File: config.mk
export PLATFORM = sky130hd
export DESIGN_NAME = nrc_top
export DESIGN_NICKNAME = d
export VERILOG_FILES = /design/src/rtl/nrc_pkg.sv /design/src/rtl/nrc_if.sv /design/src/rtl/nrc_busy_timer.sv /design/src/rtl/nrc_top.sv
export SDC_FILE = /design/constraint.sdc
export NUM_CORES = 1
export LEC_CHECK = 0
export ABC_AREA = 1
export BUFFER_PORTS_ARGS = -buffer_cell sky130_fd_sc_hd__buf_2
export CORE_MARGIN = 3
export CORE_UTILIZATION = 50
export CTS_CLUSTER_SIZE = 24
export DETAILED_ROUTE_END_ITERATION = 7
export GPL_TIMING_DRIVEN = 0
export PLACE_DENSITY_LB_ADDON = 0.1
export SKIP_LAST_GASP = 1
export SYNTH_ARGS = -nofsm -noshare
export SYNTH_HDL_FRONTEND = slang
export SYNTH_SLANG_ARGS = --single-unit
File: constraint.sdc
create_clock -name clk -period 5.8 [get_ports clk]
set_input_delay 0.29 -clock clk [delete_from_list [all_inputs] [get_ports clk]]
set_output_delay 0.29 -clock clk [all_outputs]
set_load 0.005 [all_outputs]
File: src/rtl/nrc_pkg.sv
// package: opcodes, id bytes, parameter page head, timing
package nrc_pkg;
  localparam logic [7:0] NRC_OP_RESET      = 8'hff;
  localparam logic [7:0] NRC_OP_SYNC_RESET = 8'hfc;
  localparam logic [7:0] NRC_OP_DIE_RESET  = 8'hfa;
  localparam logic [7:0] NRC_OP_IDENTIFY   = 8'h90;
  localparam logic [7:0] NRC_OP_PARAM_PAGE = 8'hec;
  localparam logic [7:0] NRC_OP_STATUS     = 8'h70;
  localparam logic [7:0] NRC_OP_STATUS_ADR = 8'h78;
  localparam logic [7:0] NRC_ADR_MAKER     = 8'h00;
  localparam logic [7:0] NRC_ADR_SIG       = 8'h20;
  // identification codes: values are arbitrary
  localparam logic [7:0] NRC_ID_MAKER  = 8'h5a;
  localparam logic [7:0] NRC_ID_DEVICE = 8'h11;
  localparam logic [7:0] NRC_ID_BYTE2  = 8'h00;
  localparam logic [7:0] NRC_ID_BYTE3  = 8'h22;
  localparam logic [7:0] NRC_ID_BYTE4  = 8'h33;
  localparam int         NRC_ID_LEN    = 5;
  // signature letters
  localparam logic [7:0] NRC_SIG0 = 8'h4f;
  localparam logic [7:0] NRC_SIG1 = 8'h4e;
  localparam logic [7:0] NRC_SIG2 = 8'h46;
  localparam logic [7:0] NRC_SIG3 = 8'h49;
  // parameter page bytes 4..9
  localparam logic [7:0] NRC_PP_REV_LO    = 8'h1e;
  localparam logic [7:0] NRC_PP_REV_HI    = 8'h00;
  localparam logic [7:0] NRC_PP_FEAT_ASYN = 8'h58;
  localparam logic [7:0] NRC_PP_FEAT_SYNC = 8'h78;
  localparam logic [7:0] NRC_PP_FEAT_HI   = 8'h01;
  localparam logic [7:0] NRC_PP_OPT_LO    = 8'hff;
  localparam logic [7:0] NRC_PP_OPT_HI    = 8'h03;
  localparam logic [7:0] NRC_PP_LAST      = 8'd9;
  localparam logic [7:0] NRC_TM_ASYNC0    = 8'h00;
  localparam int         NRC_DIES         = 2;
  // timing
  localparam int CLK_MHZ              = 100;
  localparam int RESET_TIME_NS        = 5000;
  localparam int INTERFACE_CHANGE_NS  = 1000;
  localparam int RESET_CYC  = (RESET_TIME_NS * CLK_MHZ + 999) / 1000;
  localparam int ITC_CYC    = (INTERFACE_CHANGE_NS * CLK_MHZ + 999) / 1000;
  typedef enum logic [2:0] {
    NRC_OUT_NONE  = 3'b001,
    NRC_OUT_ID    = 3'b010,
    NRC_OUT_PAGE  = 3'b100
  } nrc_out_t;
endpackage

File: src/rtl/nrc_if.sv
// interface between top and busy timers
`timescale 1ns/100ps
interface nrc_timer_if;
  logic [nrc_pkg::NRC_DIES-1:0] start;
  logic [nrc_pkg::NRC_DIES-1:0] busy;
  modport ctl (output start, input busy);
  modport tmr (input start, output busy);
endinterface

File: src/rtl/nrc_busy_timer.sv
// per-die reset busy timers
`timescale 1ns/100ps
module nrc_busy_timer
  import nrc_pkg::*;
(
  // clock and reset
  input  wire logic clk,
  input  wire logic reset,
  // control
  nrc_timer_if.tmr  tif
);
  genvar g;
  generate
    for (g = 0; g < NRC_DIES; g++) begin : g_die
      logic [15:0] cnt_r;
      // restartable down counter, busy while nonzero
      always_ff @(posedge clk or posedge reset) begin
        if (reset) begin
          cnt_r <= 16'h0000;
        end else if (tif.start[g]) begin
          cnt_r <= 16'(RESET_CYC);
        end else if (cnt_r != 16'h0000) begin
          cnt_r <= cnt_r - 16'h0001;
        end
      end
      assign tif.busy[g] = (cnt_r != 16'h0000);
    end
  endgenerate
endmodule

File: src/rtl/nrc_top.sv
// reset and identification command handling of a nand target
`timescale 1ns/100ps
module nrc_top
  import nrc_pkg::*;
#(
  parameter logic SYNC_CAPABLE = 1'b1
)
(
  // clock and reset
  input  wire logic                clk,
  input  wire logic                reset,
  // nand pins
  input  wire logic                target_sel_n,
  input  wire logic                cmd_latch_en,
  input  wire logic                addr_latch_en,
  input  wire logic                write_clk,
  input  wire logic                read_strobe_n,
  input  wire logic [7:0]          dq_in,
  output logic      [7:0]          dq_out,
  output logic                     dq_oe,
  input  wire logic                dqs_in,
  output logic                     dqs_out,
  output logic                     dqs_oe,
  output logic                     ready_busy_n,
  // interface state
  input  wire logic                set_sync_mode,
  input  wire logic [7:0]          set_timing_mode,
  output logic                     sync_active,
  output logic      [7:0]          feature_param_one,
  output logic                     data_invalid,
  output logic                     abort_ops,
  output logic [nrc_pkg::NRC_DIES-1:0] die_busy
);
  import nrc_pkg::*;

  logic [1:0]          cs_s, cl_s, al_s, wc_s, re_s, ds_s;
  logic [7:0]          dq_s1, dq_s2;
  logic                wc_d, re_d, ds_d;
  logic                sync_r, sync_nxt;
  logic [7:0]          tm_r;
  nrc_out_t            out_r;
  logic [7:0]          idx_r;
  logic [7:0]          adr_r;
  logic                await_adr_r;
  logic [7:0]          last_op_r;
  logic [2:0]          die_adr_cnt_r;
  logic [15:0]         itc_r;
  logic [7:0]          out_byte;
  logic                we_edge, re_edge, ds_rise, ds_fall, cmd_cyc, adr_cyc;
  logic                any_busy, itc_busy;
  logic [NRC_DIES-1:0] start_w;
  nrc_timer_if         tif();

  // id and page byte lookup
  function automatic logic [7:0] nrc_byte(input nrc_out_t m, input logic [7:0] a,
                                          input logic [7:0] i, input logic sc);
    logic [7:0] b;
    b = 8'h00;
    if (m == NRC_OUT_ID && a == NRC_ADR_MAKER) begin
      unique case (i)
        8'd0: b = NRC_ID_MAKER;
        8'd1: b = NRC_ID_DEVICE;
        8'd2: b = NRC_ID_BYTE2;
        8'd3: b = NRC_ID_BYTE3;
        8'd4: b = NRC_ID_BYTE4;
        default: b = 8'h00;
      endcase
    end else begin
      unique case (i)
        8'd0: b = NRC_SIG0;
        8'd1: b = NRC_SIG1;
        8'd2: b = NRC_SIG2;
        8'd3: b = NRC_SIG3;
        8'd4: b = (m == NRC_OUT_PAGE) ? NRC_PP_REV_LO : 8'h00;
        8'd5: b = (m == NRC_OUT_PAGE) ? NRC_PP_REV_HI : 8'h00;
        8'd6: b = (m == NRC_OUT_PAGE) ? (sc ? NRC_PP_FEAT_SYNC : NRC_PP_FEAT_ASYN) : 8'h00;
        8'd7: b = (m == NRC_OUT_PAGE) ? NRC_PP_FEAT_HI : 8'h00;
        8'd8: b = (m == NRC_OUT_PAGE) ? NRC_PP_OPT_LO : 8'h00;
        8'd9: b = (m == NRC_OUT_PAGE) ? NRC_PP_OPT_HI : 8'h00;
        default: b = 8'h00;
      endcase
    end
    return b;
  endfunction

  // two-stage synchronisers for all pins
  always_ff @(posedge clk or posedge reset) begin
    if (reset) begin
      cs_s  <= 2'b11;
      cl_s  <= 2'b00;
      al_s  <= 2'b00;
      wc_s  <= 2'b11;
      re_s  <= 2'b11;
      ds_s  <= 2'b00;
      dq_s1 <= 8'h00;
      dq_s2 <= 8'h00;
    end else begin
      cs_s  <= {cs_s[0], target_sel_n};
      cl_s  <= {cl_s[0], cmd_latch_en};
      al_s  <= {al_s[0], addr_latch_en};
      wc_s  <= {wc_s[0], write_clk};
      re_s  <= {re_s[0], read_strobe_n};
      ds_s  <= {ds_s[0], dqs_in};
      dq_s1 <= dq_in;
      dq_s2 <= dq_s1;
    end
  end

  // edge history
  always_ff @(posedge clk or posedge reset) begin
    if (reset) begin
      wc_d <= 1'b1;
      re_d <= 1'b1;
      ds_d <= 1'b0;
    end else begin
      wc_d <= wc_s[1];
      re_d <= re_s[1];
      ds_d <= ds_s[1];
    end
  end

  // latch on write-enable rise (async) or clock rise (sync); no free-running clock needed
  assign we_edge  = wc_s[1] & ~wc_d & ~cs_s[1];
  assign cmd_cyc  = we_edge & cl_s[1] & ~al_s[1] & (~sync_r | ~re_s[1] | 1'b1);
  assign adr_cyc  = we_edge & al_s[1] & ~cl_s[1];
  // end of a read strobe toggle: the byte shown during the low phase is consumed
  assign re_edge  = re_s[1] & ~re_d & ~cs_s[1] & ~sync_r;
  assign ds_rise  = ds_s[1] & ~ds_d & ~cs_s[1] & sync_r & cl_s[1] & al_s[1];
  assign ds_fall  = ~ds_s[1] & ds_d & ~cs_s[1] & sync_r;
  assign any_busy = |tif.busy;
  assign itc_busy = (itc_r != 16'h0000);
  assign out_byte = nrc_byte(out_r, adr_r, idx_r, SYNC_CAPABLE);

  // timer starts: full and sync reset hit all dies, die reset only its own
  always_comb begin
    start_w = '0;
    if (cmd_cyc && dq_s2 == NRC_OP_RESET) begin
      start_w = '1;
    end else if (cmd_cyc && dq_s2 == NRC_OP_SYNC_RESET && sync_r && !itc_busy) begin
      start_w = '1;
    end else if (adr_cyc && last_op_r == NRC_OP_DIE_RESET && die_adr_cnt_r == 3'd2) begin
      start_w[dq_s2[0]] = 1'b1;
    end
  end
  assign tif.start = start_w;

  nrc_busy_timer u_timer (
    .clk   (clk),
    .reset (reset),
    .tif   (tif)
  );

  // interface type: full reset drops to async, others keep it
  always_comb begin
    sync_nxt = sync_r;
    if (cmd_cyc && dq_s2 == NRC_OP_RESET) begin
      sync_nxt = 1'b0;
    end else if (set_sync_mode && SYNC_CAPABLE) begin
      sync_nxt = 1'b1;
    end
  end

  // interface and timing mode state
  always_ff @(posedge clk or posedge reset) begin
    if (reset) begin
      sync_r <= 1'b0;
      tm_r   <= NRC_TM_ASYNC0;
    end else begin
      sync_r <= sync_nxt;
      if (cmd_cyc && dq_s2 == NRC_OP_RESET && sync_r) begin
        tm_r <= NRC_TM_ASYNC0;
      end else if (set_sync_mode && SYNC_CAPABLE) begin
        tm_r <= set_timing_mode;
      end
      // async full reset keeps tm_r
    end
  end

  // interface change window after full reset in sync mode
  always_ff @(posedge clk or posedge reset) begin
    if (reset) begin
      itc_r <= 16'h0000;
    end else if (cmd_cyc && dq_s2 == NRC_OP_RESET && sync_r) begin
      itc_r <= 16'(ITC_CYC);
    end else if (itc_busy) begin
      itc_r <= itc_r - 16'h0001;
    end
  end

  // command register, address capture and output mode
  always_ff @(posedge clk or posedge reset) begin
    if (reset) begin
      last_op_r     <= 8'h00;
      await_adr_r   <= 1'b0;
      adr_r         <= 8'h00;
      out_r         <= NRC_OUT_NONE;
      die_adr_cnt_r <= 3'd0;
    end else if (cmd_cyc) begin
      if (dq_s2 == NRC_OP_RESET || dq_s2 == NRC_OP_SYNC_RESET) begin
        last_op_r   <= 8'h00;
        await_adr_r <= 1'b0;
        out_r       <= NRC_OUT_NONE;
      end else if (itc_busy) begin
        if (dq_s2 == NRC_OP_STATUS || dq_s2 == NRC_OP_STATUS_ADR) begin
          last_op_r <= dq_s2;
          out_r     <= NRC_OUT_NONE;
        end
      end else if (dq_s2 == NRC_OP_DIE_RESET) begin
        last_op_r     <= dq_s2;
        die_adr_cnt_r <= 3'd0;
        out_r         <= NRC_OUT_NONE;
      end else if ((dq_s2 == NRC_OP_IDENTIFY || dq_s2 == NRC_OP_PARAM_PAGE) && !any_busy) begin
        last_op_r   <= dq_s2;
        await_adr_r <= 1'b1;
        out_r       <= (dq_s2 == NRC_OP_IDENTIFY) ? NRC_OUT_ID : NRC_OUT_PAGE;
      end else if (dq_s2 != NRC_OP_IDENTIFY && dq_s2 != NRC_OP_PARAM_PAGE) begin
        last_op_r <= dq_s2;
        out_r     <= NRC_OUT_NONE;
      end
    end else if (adr_cyc) begin
      if (await_adr_r) begin
        adr_r       <= dq_s2;
        await_adr_r <= 1'b0;
      end
      if (last_op_r == NRC_OP_DIE_RESET) begin
        die_adr_cnt_r <= die_adr_cnt_r + 3'd1;
      end
    end
  end

  // byte index: restarts on address, advances after each byte has been shown
  always_ff @(posedge clk or posedge reset) begin
    if (reset) begin
      idx_r <= 8'h00;
    end else if (adr_cyc || cmd_cyc) begin
      idx_r <= 8'h00;
    end else if ((re_edge || (ds_fall && cl_s[1] && al_s[1])) && out_r != NRC_OUT_NONE && idx_r != 8'hff) begin
      idx_r <= idx_r + 8'h01;
    end
  end

  // data pins: byte held for rising and falling strobe
  always_ff @(posedge clk or posedge reset) begin
    if (reset) begin
      dq_out  <= 8'h00;
      dq_oe   <= 1'b0;
      dqs_out <= 1'b0;
      dqs_oe  <= 1'b0;
    end else begin
      dq_out  <= out_byte;
      dq_oe   <= (out_r != NRC_OUT_NONE) && !cs_s[1] && !await_adr_r &&
                 (sync_r ? (cl_s[1] & al_s[1]) : !re_s[1]);
      dqs_out <= ds_rise ? 1'b1 : (ds_fall ? 1'b0 : dqs_out);
      dqs_oe  <= sync_r && (out_r != NRC_OUT_NONE) && !cs_s[1];
    end
  end

  // status outputs
  always_ff @(posedge clk or posedge reset) begin
    if (reset) begin
      ready_busy_n      <= 1'b1;
      sync_active       <= 1'b0;
      feature_param_one <= NRC_TM_ASYNC0;
      data_invalid      <= 1'b0;
      abort_ops         <= 1'b0;
      die_busy          <= '0;
    end else begin
      ready_busy_n      <= !any_busy && !(|start_w);
      sync_active       <= sync_r;
      feature_param_one <= tm_r;
      abort_ops         <= |start_w;
      if (|start_w) begin
        data_invalid <= 1'b1;
      end else if (set_sync_mode) begin
        data_invalid <= 1'b0;
      end
      die_busy          <= tif.busy | start_w;
    end
  end
endmodule

Word-level counts from Yosys, hierarchy flattened
Index checks and enable logic that the tools add are counted.
{ "op_classes": {"add_sub_neg": 5, "bitwise": 28, "eq_ne": 30, "reduce_logical": 54, "magnitude_cmp": 2, "n_mux": 55} }
{ "ops": {"columns": ["op", "count"], "rows": [
  ["2-to-1 mux 16 bit", 6],
  ["2-to-1 mux 8 bit", 12],
  ["one-hot mux 8 bit (9 select lines)", 1],
  ["equality test 8 bit, second input constant", 6],
  ["nonzero test 16 bit", 3],
  ["subtractor 16 x 1 -> 16 bit, second input constant", 3],
  ["2-to-1 mux 3 bit", 13],
  ["one-hot mux 7 bit (4 select lines)", 1],
  ["equality test 8 x 3 -> 1 bit, second input constant", 3],
  ["inequality test 8 bit, second input constant", 3],
  ["logical AND 1 bit", 21],
  ["nonzero test 2 bit", 10],
  ["bitwise AND 1 bit", 18],
  ["equality test 8 x 2 -> 1 bit, second input constant", 2],
  ["equality test 8 x 4 -> 1 bit, second input constant", 2],
  ["equality test 8 x 7 -> 1 bit, second input constant", 2],
  ["zero test 8 bit", 2],
  ["2-to-1 mux 1 bit", 15],
  ["inequality test 3 x 1 -> 1 bit, second input constant", 3],
  ["NOT 1 bit", 9],
  ["adder 8 x 1 -> 8 bit, second input constant", 1],
  ["equality test 8 x 1 -> 1 bit, second input constant", 1],
  ["2-to-1 mux 2 bit", 4],
  ["2-to-1 mux 7 bit", 1],
  ["other kinds (19)", 32]
]} }
{ "word_totals": {"out_inout_bits": 25, "word_cells": 206, "reg_bits": 144} }

Longest topological paths before layout
Gate-level depths: netlist (run 1).
{ "depth": {"ltp_word": 13, "depth_mapped": 12} }

Modules after synthesis
A second synthesis (run 1) with hierarchy kept.
{ "hier_totals": {"hier_cells": 846, "area_unflattened_um2": 7118.1} }
{ "by_module_without_submodules": {"columns": ["module", "area_each_um2", "instances", "seq_area_each_um2", "cells_each"], "rows": [
  ["nrc_top", 5048.6, 1, 2815.2, 549],
  ["nrc_busy_timer", 2069.5, 1, 800.8, 297]
]} }

Least setup slack after synthesis (run 1)
OpenSTA, ideal clock, no wires.
{ "synth_path": {"path_kind": "reg-to-reg", "startpoint": "register itc_r[0]", "endpoint": "register out_r[1]", "t_required_ns": 5.684, "path_slack_ns": 4.219, "period_less_slack_ns": 1.581, "stages_incl_launch_ff": 11, "arrival_ns": 1.465, "path_cell_list": "dfrtp_1 > inv_1 > ha_1 > nand2_1 > nor2_1 > nand2_2 > nand3_1 > nand3_2 > buf_6 > nand3_1 > nand2_1"} }
{ "synth_via": {"elab_chain_len": 3, "elab_cells_between_ends": 6} }
{ "synth_lines": {"columns": ["item", "line", "text"], "rows": [
  ["start, declared", "nrc_top.sv:47", "logic [15:0] itc_r;"],
  ["start signal, assigned", "nrc_top.sv:184", "itc_r <= 16'(ITC_CYC);"],
  ["start signal, assigned", "nrc_top.sv:186", "itc_r <= itc_r - 16'h0001;"],
  ["nonzero test 16 bit *", "nrc_top.sv:131", "assign itc_busy = (itc_r != 16'h0000);"],
  ["inequality test 3 x 1 -> 1 bit (no line), or another cell as far along", null, null],
  ["AND reduction 3 bit (no line) / 2-to-1 mux 3 bit (equally long branches)", null, null],
  ["end signal, assigned", "nrc_top.sv:215", "out_r <= (dq_s2 == NRC_OP_IDENTIFY) ? NRC_OUT_ID : NRC_OUT_PAGE;"],
  ["end, declared", "nrc_top.sv:41", "nrc_out_t out_r;"]
]} }
Every way passes the cells marked *; elsewhere a longest branch is shown, timed or not.
A chain may end at the register's enable or synchronous reset.

Final worst setup path (run 1)
{ "layout_path": {"startpoint": "register itc_r[0]", "endpoint": "register u_timer.g_die[0].cnt_r[8]"} }
{ "layout_via": {"elab_chain_len": 6, "elab_cells_between_ends": 7} }
{ "layout_lines": {"columns": ["item", "line", "text"], "rows": [
  ["nonzero test 16 bit *", "nrc_top.sv:131", null],
  ["zero test 1 bit *", "nrc_top.sv:139", "end else if (cmd_cyc && dq_s2 == NRC_OP_SYNC_RESET && sync_r && !itc_busy) begin"],
  ["logical AND 1 bit *", "nrc_top.sv:139", null],
  ["2-to-1 mux 2 bit *", "nrc_top.sv:139", null],
  ["2-to-1 mux 2 bit *", "nrc_top.sv:137", "if (cmd_cyc && dq_s2 == NRC_OP_RESET) begin"],
  ["2-to-1 mux 16 bit / nonzero test 2 bit (equally long branches)", null, null],
  ["end signal, assigned", "nrc_busy_timer.sv:21", "cnt_r <= 16'(RESET_CYC);"],
  ["end signal, assigned", "nrc_busy_timer.sv:23", "cnt_r <= cnt_r - 16'h0001;"],
  ["end, declared", "nrc_busy_timer.sv:15", "logic [15:0] cnt_r;"]
]} }
Marked as above.

==> results of run 1 <==
## stage by stage
step	hold slack (ps)	worst slack [ps]	instance area [um^2]	instances
6_report	0.335	3790	8060	1057
5_1_grt	50.7	3590	8060	1057
4_1_cts	26.9	3810	8060	1057
3_5_place_dp	335	3840	7350	1011
3_3_place_gp	332	222	7320	1010
2_1_floorplan	294	1660	6860	786
## sequential cells by signal, summed over array words and instances, names as in the netlist, 8 cells and up
name                 flops
dq_s2                    8
feature_param_one        8
dq_s1                    8
itc_r                   16
dq_out                   8
idx_r                    8
last_op_r                8
tm_r                     8
adr_r                    8
u_timer.g_die.cnt_r     32
## layout by cell type, fill, tap and decap left out, types with 19 or more instances in the layout
cell type    n
buf_2       48
dfrtp_1    134
inv_1       92
nand2_1    142
nand3_1     74
nand4_1     19
nor2_1     111
nor3_1      31
o21ai_0     32
## cell families (layout without fill, tap and decap cells)
| group | after synthesis | in the layout | share of synthesized area, % |
|---|---|---|---|
| AND/OR/NAND/NOR | 424 | 424 | 28.6 |
| flip-flops | 144 | 144 | 52.7 |
| AO/OA/AOI/OAI | 71 | 71 | 6.39 |
| XOR/XNOR | 28 | 28 | 3.58 |
| buffers and inverters | 107 | 202 | 6.48 |
| adder cells (fa/ha/maj) | 12 | 12 | 2.19 |
## layer usage
layer  wire [um]  share of wire, %  vias to the layer above  GRT usage (%)
met1        6750                47                     2521           27.5
met3         652               4.6                       16           5.99
li1            -                 -                     2710              -
met5           0                 0                        -              0
met2        6710                47                      127           32.9
met4         166               1.2                        0           5.74
## path summary, 6_finish.rpt
kind	to	slack (ps)	depth (start not counted)
hold / removal	itc_r[5]	0.3	2
setup / recovery	u_timer.g_die[0].cnt_r[8]	3790	7
max in group asynchronous	out_r[0]	5000	3
setup reg to reg	u_timer.g_die[0].cnt_r[8]	3790	7
min in group clk	tm_r[3]	190	4
hold reg to reg	cl_s[1]	350	0
## power groups by stage
| stage | clock network (W) | logic, W | registers, W |
|---|---|---|---|
| detailed placement | 0 | 0.000848 | 0.00143 |
| global placement | 0 | 0.000824 | 0.00142 |
| CTS | 0.00108 | 0.000861 | 0.00142 |
| finish | 0.00106 | 0.000859 | 0.00142 |
| global route | 0.00113 | 0.000998 | 0.00145 |
| floorplan | 0 | 0.000671 | 0.00139 |
## final cells by class
cell class,instances,share of cell area [%]
inverter,100,4.72
sequential,144,44.8
tap,176,2.73
clock inverter,14,1.80
clock buffer,18,5.32
multi-input combinational,535,34.7
buffer,7,0.854
timing repair buffer,63,5.06
==> out/results.ini, run 1 <==
[cts]
numCtsBuffers=17
clk_latency_ps=420
clkTransAtPathRegs_ps=60
cts_tree=yes
cts-resized-gates=0
cts_hold_buf=14
htreeDepth=4
root_buffer=clkbuf_16
cts.sinks=144
cts_setup_buffers=0
clock_path_buffers=2

[sta]
tightest_slew_ps=732
hold_viol=0
rsz0062_at_grt=false
period_share_pct=34.7
final_max_slew_viol_count=0
finalClockSkew_ps=9.46
period_needed_ps=2010
max_freq_mhz=496
maxSlewHeadroom_pct=50.8
setup_tns_ps=0
final-setup-viol-count=0

[floorplan]
die_h_um=123
rows=42
core_um2=13300
initial_utilization_pct=51.4
die_x_um=123
io_pins=50
die_area_um2=15200

[worst_setup_path]
cp_slowest_stage_delay_ps=440
cp_num_buf_inv=1
critPathLaunchType=flip-flop
crit_chain=inv_1, ha_1, nand4_1, nor2_1, nand3_1, nand3_1, o21bai_1
r2r_start=itc_r[0]
crit_top_cell=nand3_1
arrival_ps=2360
end_kind=flip-flop
crit_fanout=7
cp.required_ps=6140
crit_type=reg -> reg
crit_family=simple AND/OR/NAND/NOR gates
crit_start=itc_r[0]
crit_slowest_cell=dfrtp_1

[synth]
synth_top_area_share_pct=48.9
yosysMostFrequentCell=nand2_1
yosys_warnings=0
synthTopCellsByArea=dfrtp_1 49%, nand2_1 7.8%, nor2_1 6.1%, nand3_1 5.4%, inv_1 5.1%
syn_area_per_cell_um2=8.72
ys_async_sr_fraction_pct=100
synth_commonest_cells=142 x nand2_1, 134 x dfrtp_1, 111 x nor2_1, 93 x inv_1, 74 x nand3_1
synth_area_leader_cell=dfrtp_1
synth-seq-cells=144
ys_seq_area_share_pct=52.7
synthCells=786
synth-edff-count=0
post_synth_num_cell_types=43
syn_nets=823
netlist_area_um2=6860
synthFlopType=dfrtp_1

[grt]
overflow=0
grt_pass1_vias=5333
grt_pass1_wl_um=24700
grt_max_degree=81
antenna_found_initial=0
grt_use_total_pct=20.6

[detailed_routing]
ant_nets=0
drc=0
firstDrtPassIters=5
wirelength_um=14300
wire_per_inst_um=13.5
drt_iter0_drc=406
via_per_inst=5.08
vias=5374

[layout]
drive_above_1_share_pct=16.3
antenna_cells=0
n_fill_cell=1185
seqCellArea_um2=3620
multi_input_area_um2=2800
postLayoutCoreUtil_pct=60.4
area_delta_synth_final_pct=17.6
fin_nets=905

[power]
p_leak_nw=3.97
power_frac_comb_pct=25.8
peakVddDrop_v=0.000312
pwr-share-seq_pct=42.5
switching_share_pct=34.7
p_clk_share_pct=31.8
p_total_w=0.00334
p_int_w=0.00218
powerDensity_nw_per_um2=414
p_sw_w=0.00116

[run_status]
status=completed

[min_path]
worstHoldPathType=in -> async

[place]
numPortBuffers=48
gp_congestion=0.950
place_hpwl_um=10100

[run]
drv_cap=0

No activity file was read; power rests on OpenSTA's default activity.
==> run 2, diff against run 1 <==
==> constraint.sdc (replaced) <==
create_clock -name clk -period 1.7 [get_ports clk]
set_input_delay 0.085 -clock clk [delete_from_list [all_inputs] [get_ports clk]]
set_output_delay 0.085 -clock clk [all_outputs]
set_load 0.005 [all_outputs]
==> run 2 against run 1 <==
The flow now finishes with violations (negative setup slack). Via count is 6.0% higher. Worst hold slack gained 220 ps. Utilization up 5.7 points. Largest cell class unchanged. Clock skew down 1.9 ps. Maximum frequency rose by 17%. Worst setup slack worse by 3800 ps. Critical endpoint is now die_adr_cnt_r[0]. Power grew to 3.5 times the previous value.
==> out/results.ini, run 2 (synthesis results as in run 1) <==
[floorplan]
io_pins=50
core_um2=13300
die_x_um=123
die_h_um=123
initial_utilization_pct=51.4
die_area_um2=15200
rows=42

[min_path]
whs_endpoint=tm_r[1]
worstHoldPathType=in -> reg
min_from=set_sync_mode
whs_path_depth=4

[cts]
clkTransAtPathRegs_ps=60
clock_path_buffers=2
htreeDepth=4
numCtsBuffers=17
root_buffer=clkbuf_16
cts.sinks=144
clk_latency_ps=430
cts_tree=yes

[detailed_routing]
vias=5698
wirelength_um=15400
ant_nets=0
via_per_inst=5.15
firstDrtPassIters=5
drc=0
wire_per_inst_um=13.9
drt_iter0_drc=490

[worst_setup_path]
crit_fanout=5
end_kind=flip-flop
cp_slowest_stage_delay_ps=380
crit_chain=inv_1, ha_2, nand2_1, nor2_2, nand2_4, a21oi_1, nand3_1, o21a_1
rr_worst_depth=8
cp.required_ps=2020
arrival_ps=2030
crit_slowest_cell=dfrtp_1
r2r_slack_ps=-20
cp.depth=8
crit_family=simple AND/OR/NAND/NOR gates
cp_num_buf_inv=1
critPathLaunchType=flip-flop
r2r_end=die_adr_cnt_r[0]
r2r_start=itc_r[0]
crit_type=reg -> reg

[sta]
period_share_pct=101
hold_viol=0
tightest_slew_ps=709
finalClockSkew_ps=7.57
setup_slack_ps=-16.4
maxSlewHeadroom_pct=52.7
rsz0062_at_grt=true
hold_slack_ps=222
max_freq_mhz=583
final_max_slew_viol_count=0
period_needed_ps=1720
final-setup-viol-count=4

[run_status]
violations=negative setup slack
status=finished, violations left

[grt]
grt_pass1_vias=5400
grt_pass1_wl_um=25100
antenna_found_initial=0
overflow=0
grt_max_degree=43
grt_use_total_pct=21.1

[layout]
antenna_cells=0
finalInstanceArea_um2=8820
largest_register_ffs=32
fin_cells=1106
top_register=u_timer.g_die.cnt_r
biggestRegsByFlops=u_timer.g_die.cnt_r (32), itc_r (16)
final_cell_mix=134 x nand2_1, 131 x dfrtp_1, 98 x nor2_1
multi_input_area_um2=3150
fin_nets=954
n_fill_cell=1113
seqCellArea_um2=3620
final_common_cell=nand2_1
drive_above_1_share_pct=27.2
area_delta_synth_final_pct=28.7

[power]
p_total_w=0.0117
powerDensity_nw_per_um2=1320
peakVddDrop_v=0.000729
p_leak_nw=4.31

[run]
drv_cap=0

[place]
place_hpwl_um=10100
place_ws_ps=-288
dpl_cell_area_um2=7380
placed_cells=1013
gp_congestion=0.932
numPortBuffers=48

==> run 2: per-layer routing <==
layer  up-vias  GRT usage, %  wire, um
li1       2809             -         -
met1      2700          28.4      7150
met2       163          33.3      7300
met3        26          4.80       640
met4         0          8.58       291
met5         -             0         0
==> run 2: worst max path at each step <==
stage	start	end
finish	itc_r[0]	die_adr_cnt_r[0]
global placement	reset	u_timer.g_die[1].cnt_r[3]
floorplan	reset	abort_ops
global route	itc_r[11]	die_adr_cnt_r[0]
CTS	wc_s[1]	u_timer.g_die[1].cnt_r[0]
detailed placement	itc_r[0]	u_timer.g_die[0].cnt_r[10]
==> run 2: final cells by class <==
cell class                 count  area share (%)
timing repair inverter         1          0.0567
clock inverter                11           0.936
clock buffer                  21            5.22
inverter                     100            4.40
sequential                   144            41.0
timing repair buffer         110            9.25
buffer                         7           0.908
multi-input combinational    536            35.7
tap                          176            2.50
==> run 2: tightest hold or removal path: stages <==
cell and delay, ps:
clkbuf_1 220, nand3_2 130, a21boi_2 130, inv_1 40
==> run 2: metrics by stage <==
| step | util (%) | setup TNS, ps |
|---|---|---|
| after floorplan | - | -24370 |
| after detailed placement | 55.3 | -8260 |
| after global routing | 66.1 | -3850 |
| final | 66.1 | -37.6 |
| after global placement | 54.8 | -141650 |
| after CTS | 62.9 | -282 |
==> run 2: power breakdown <==
group	total (W)	internal (W)	switching, W	leakage [nW]
logic	0.00336	0.00140	0.00196	2.28
registers	0.00490	0.00421	0.000689	1.76
clock network	0.00342	0.00195	0.00147	0.265
total	0.0117	0.00756	0.00412	4.31
==> run 2: repair_timing <==
action,in CTS,in global routing
endpoints found under the setup margin,81,87
setup buffers,16,18
gates cloned,2,2
resized for setup,33,86
hold buffers,23,0
hold endpoints to repair,49,0
pin swaps,13,23
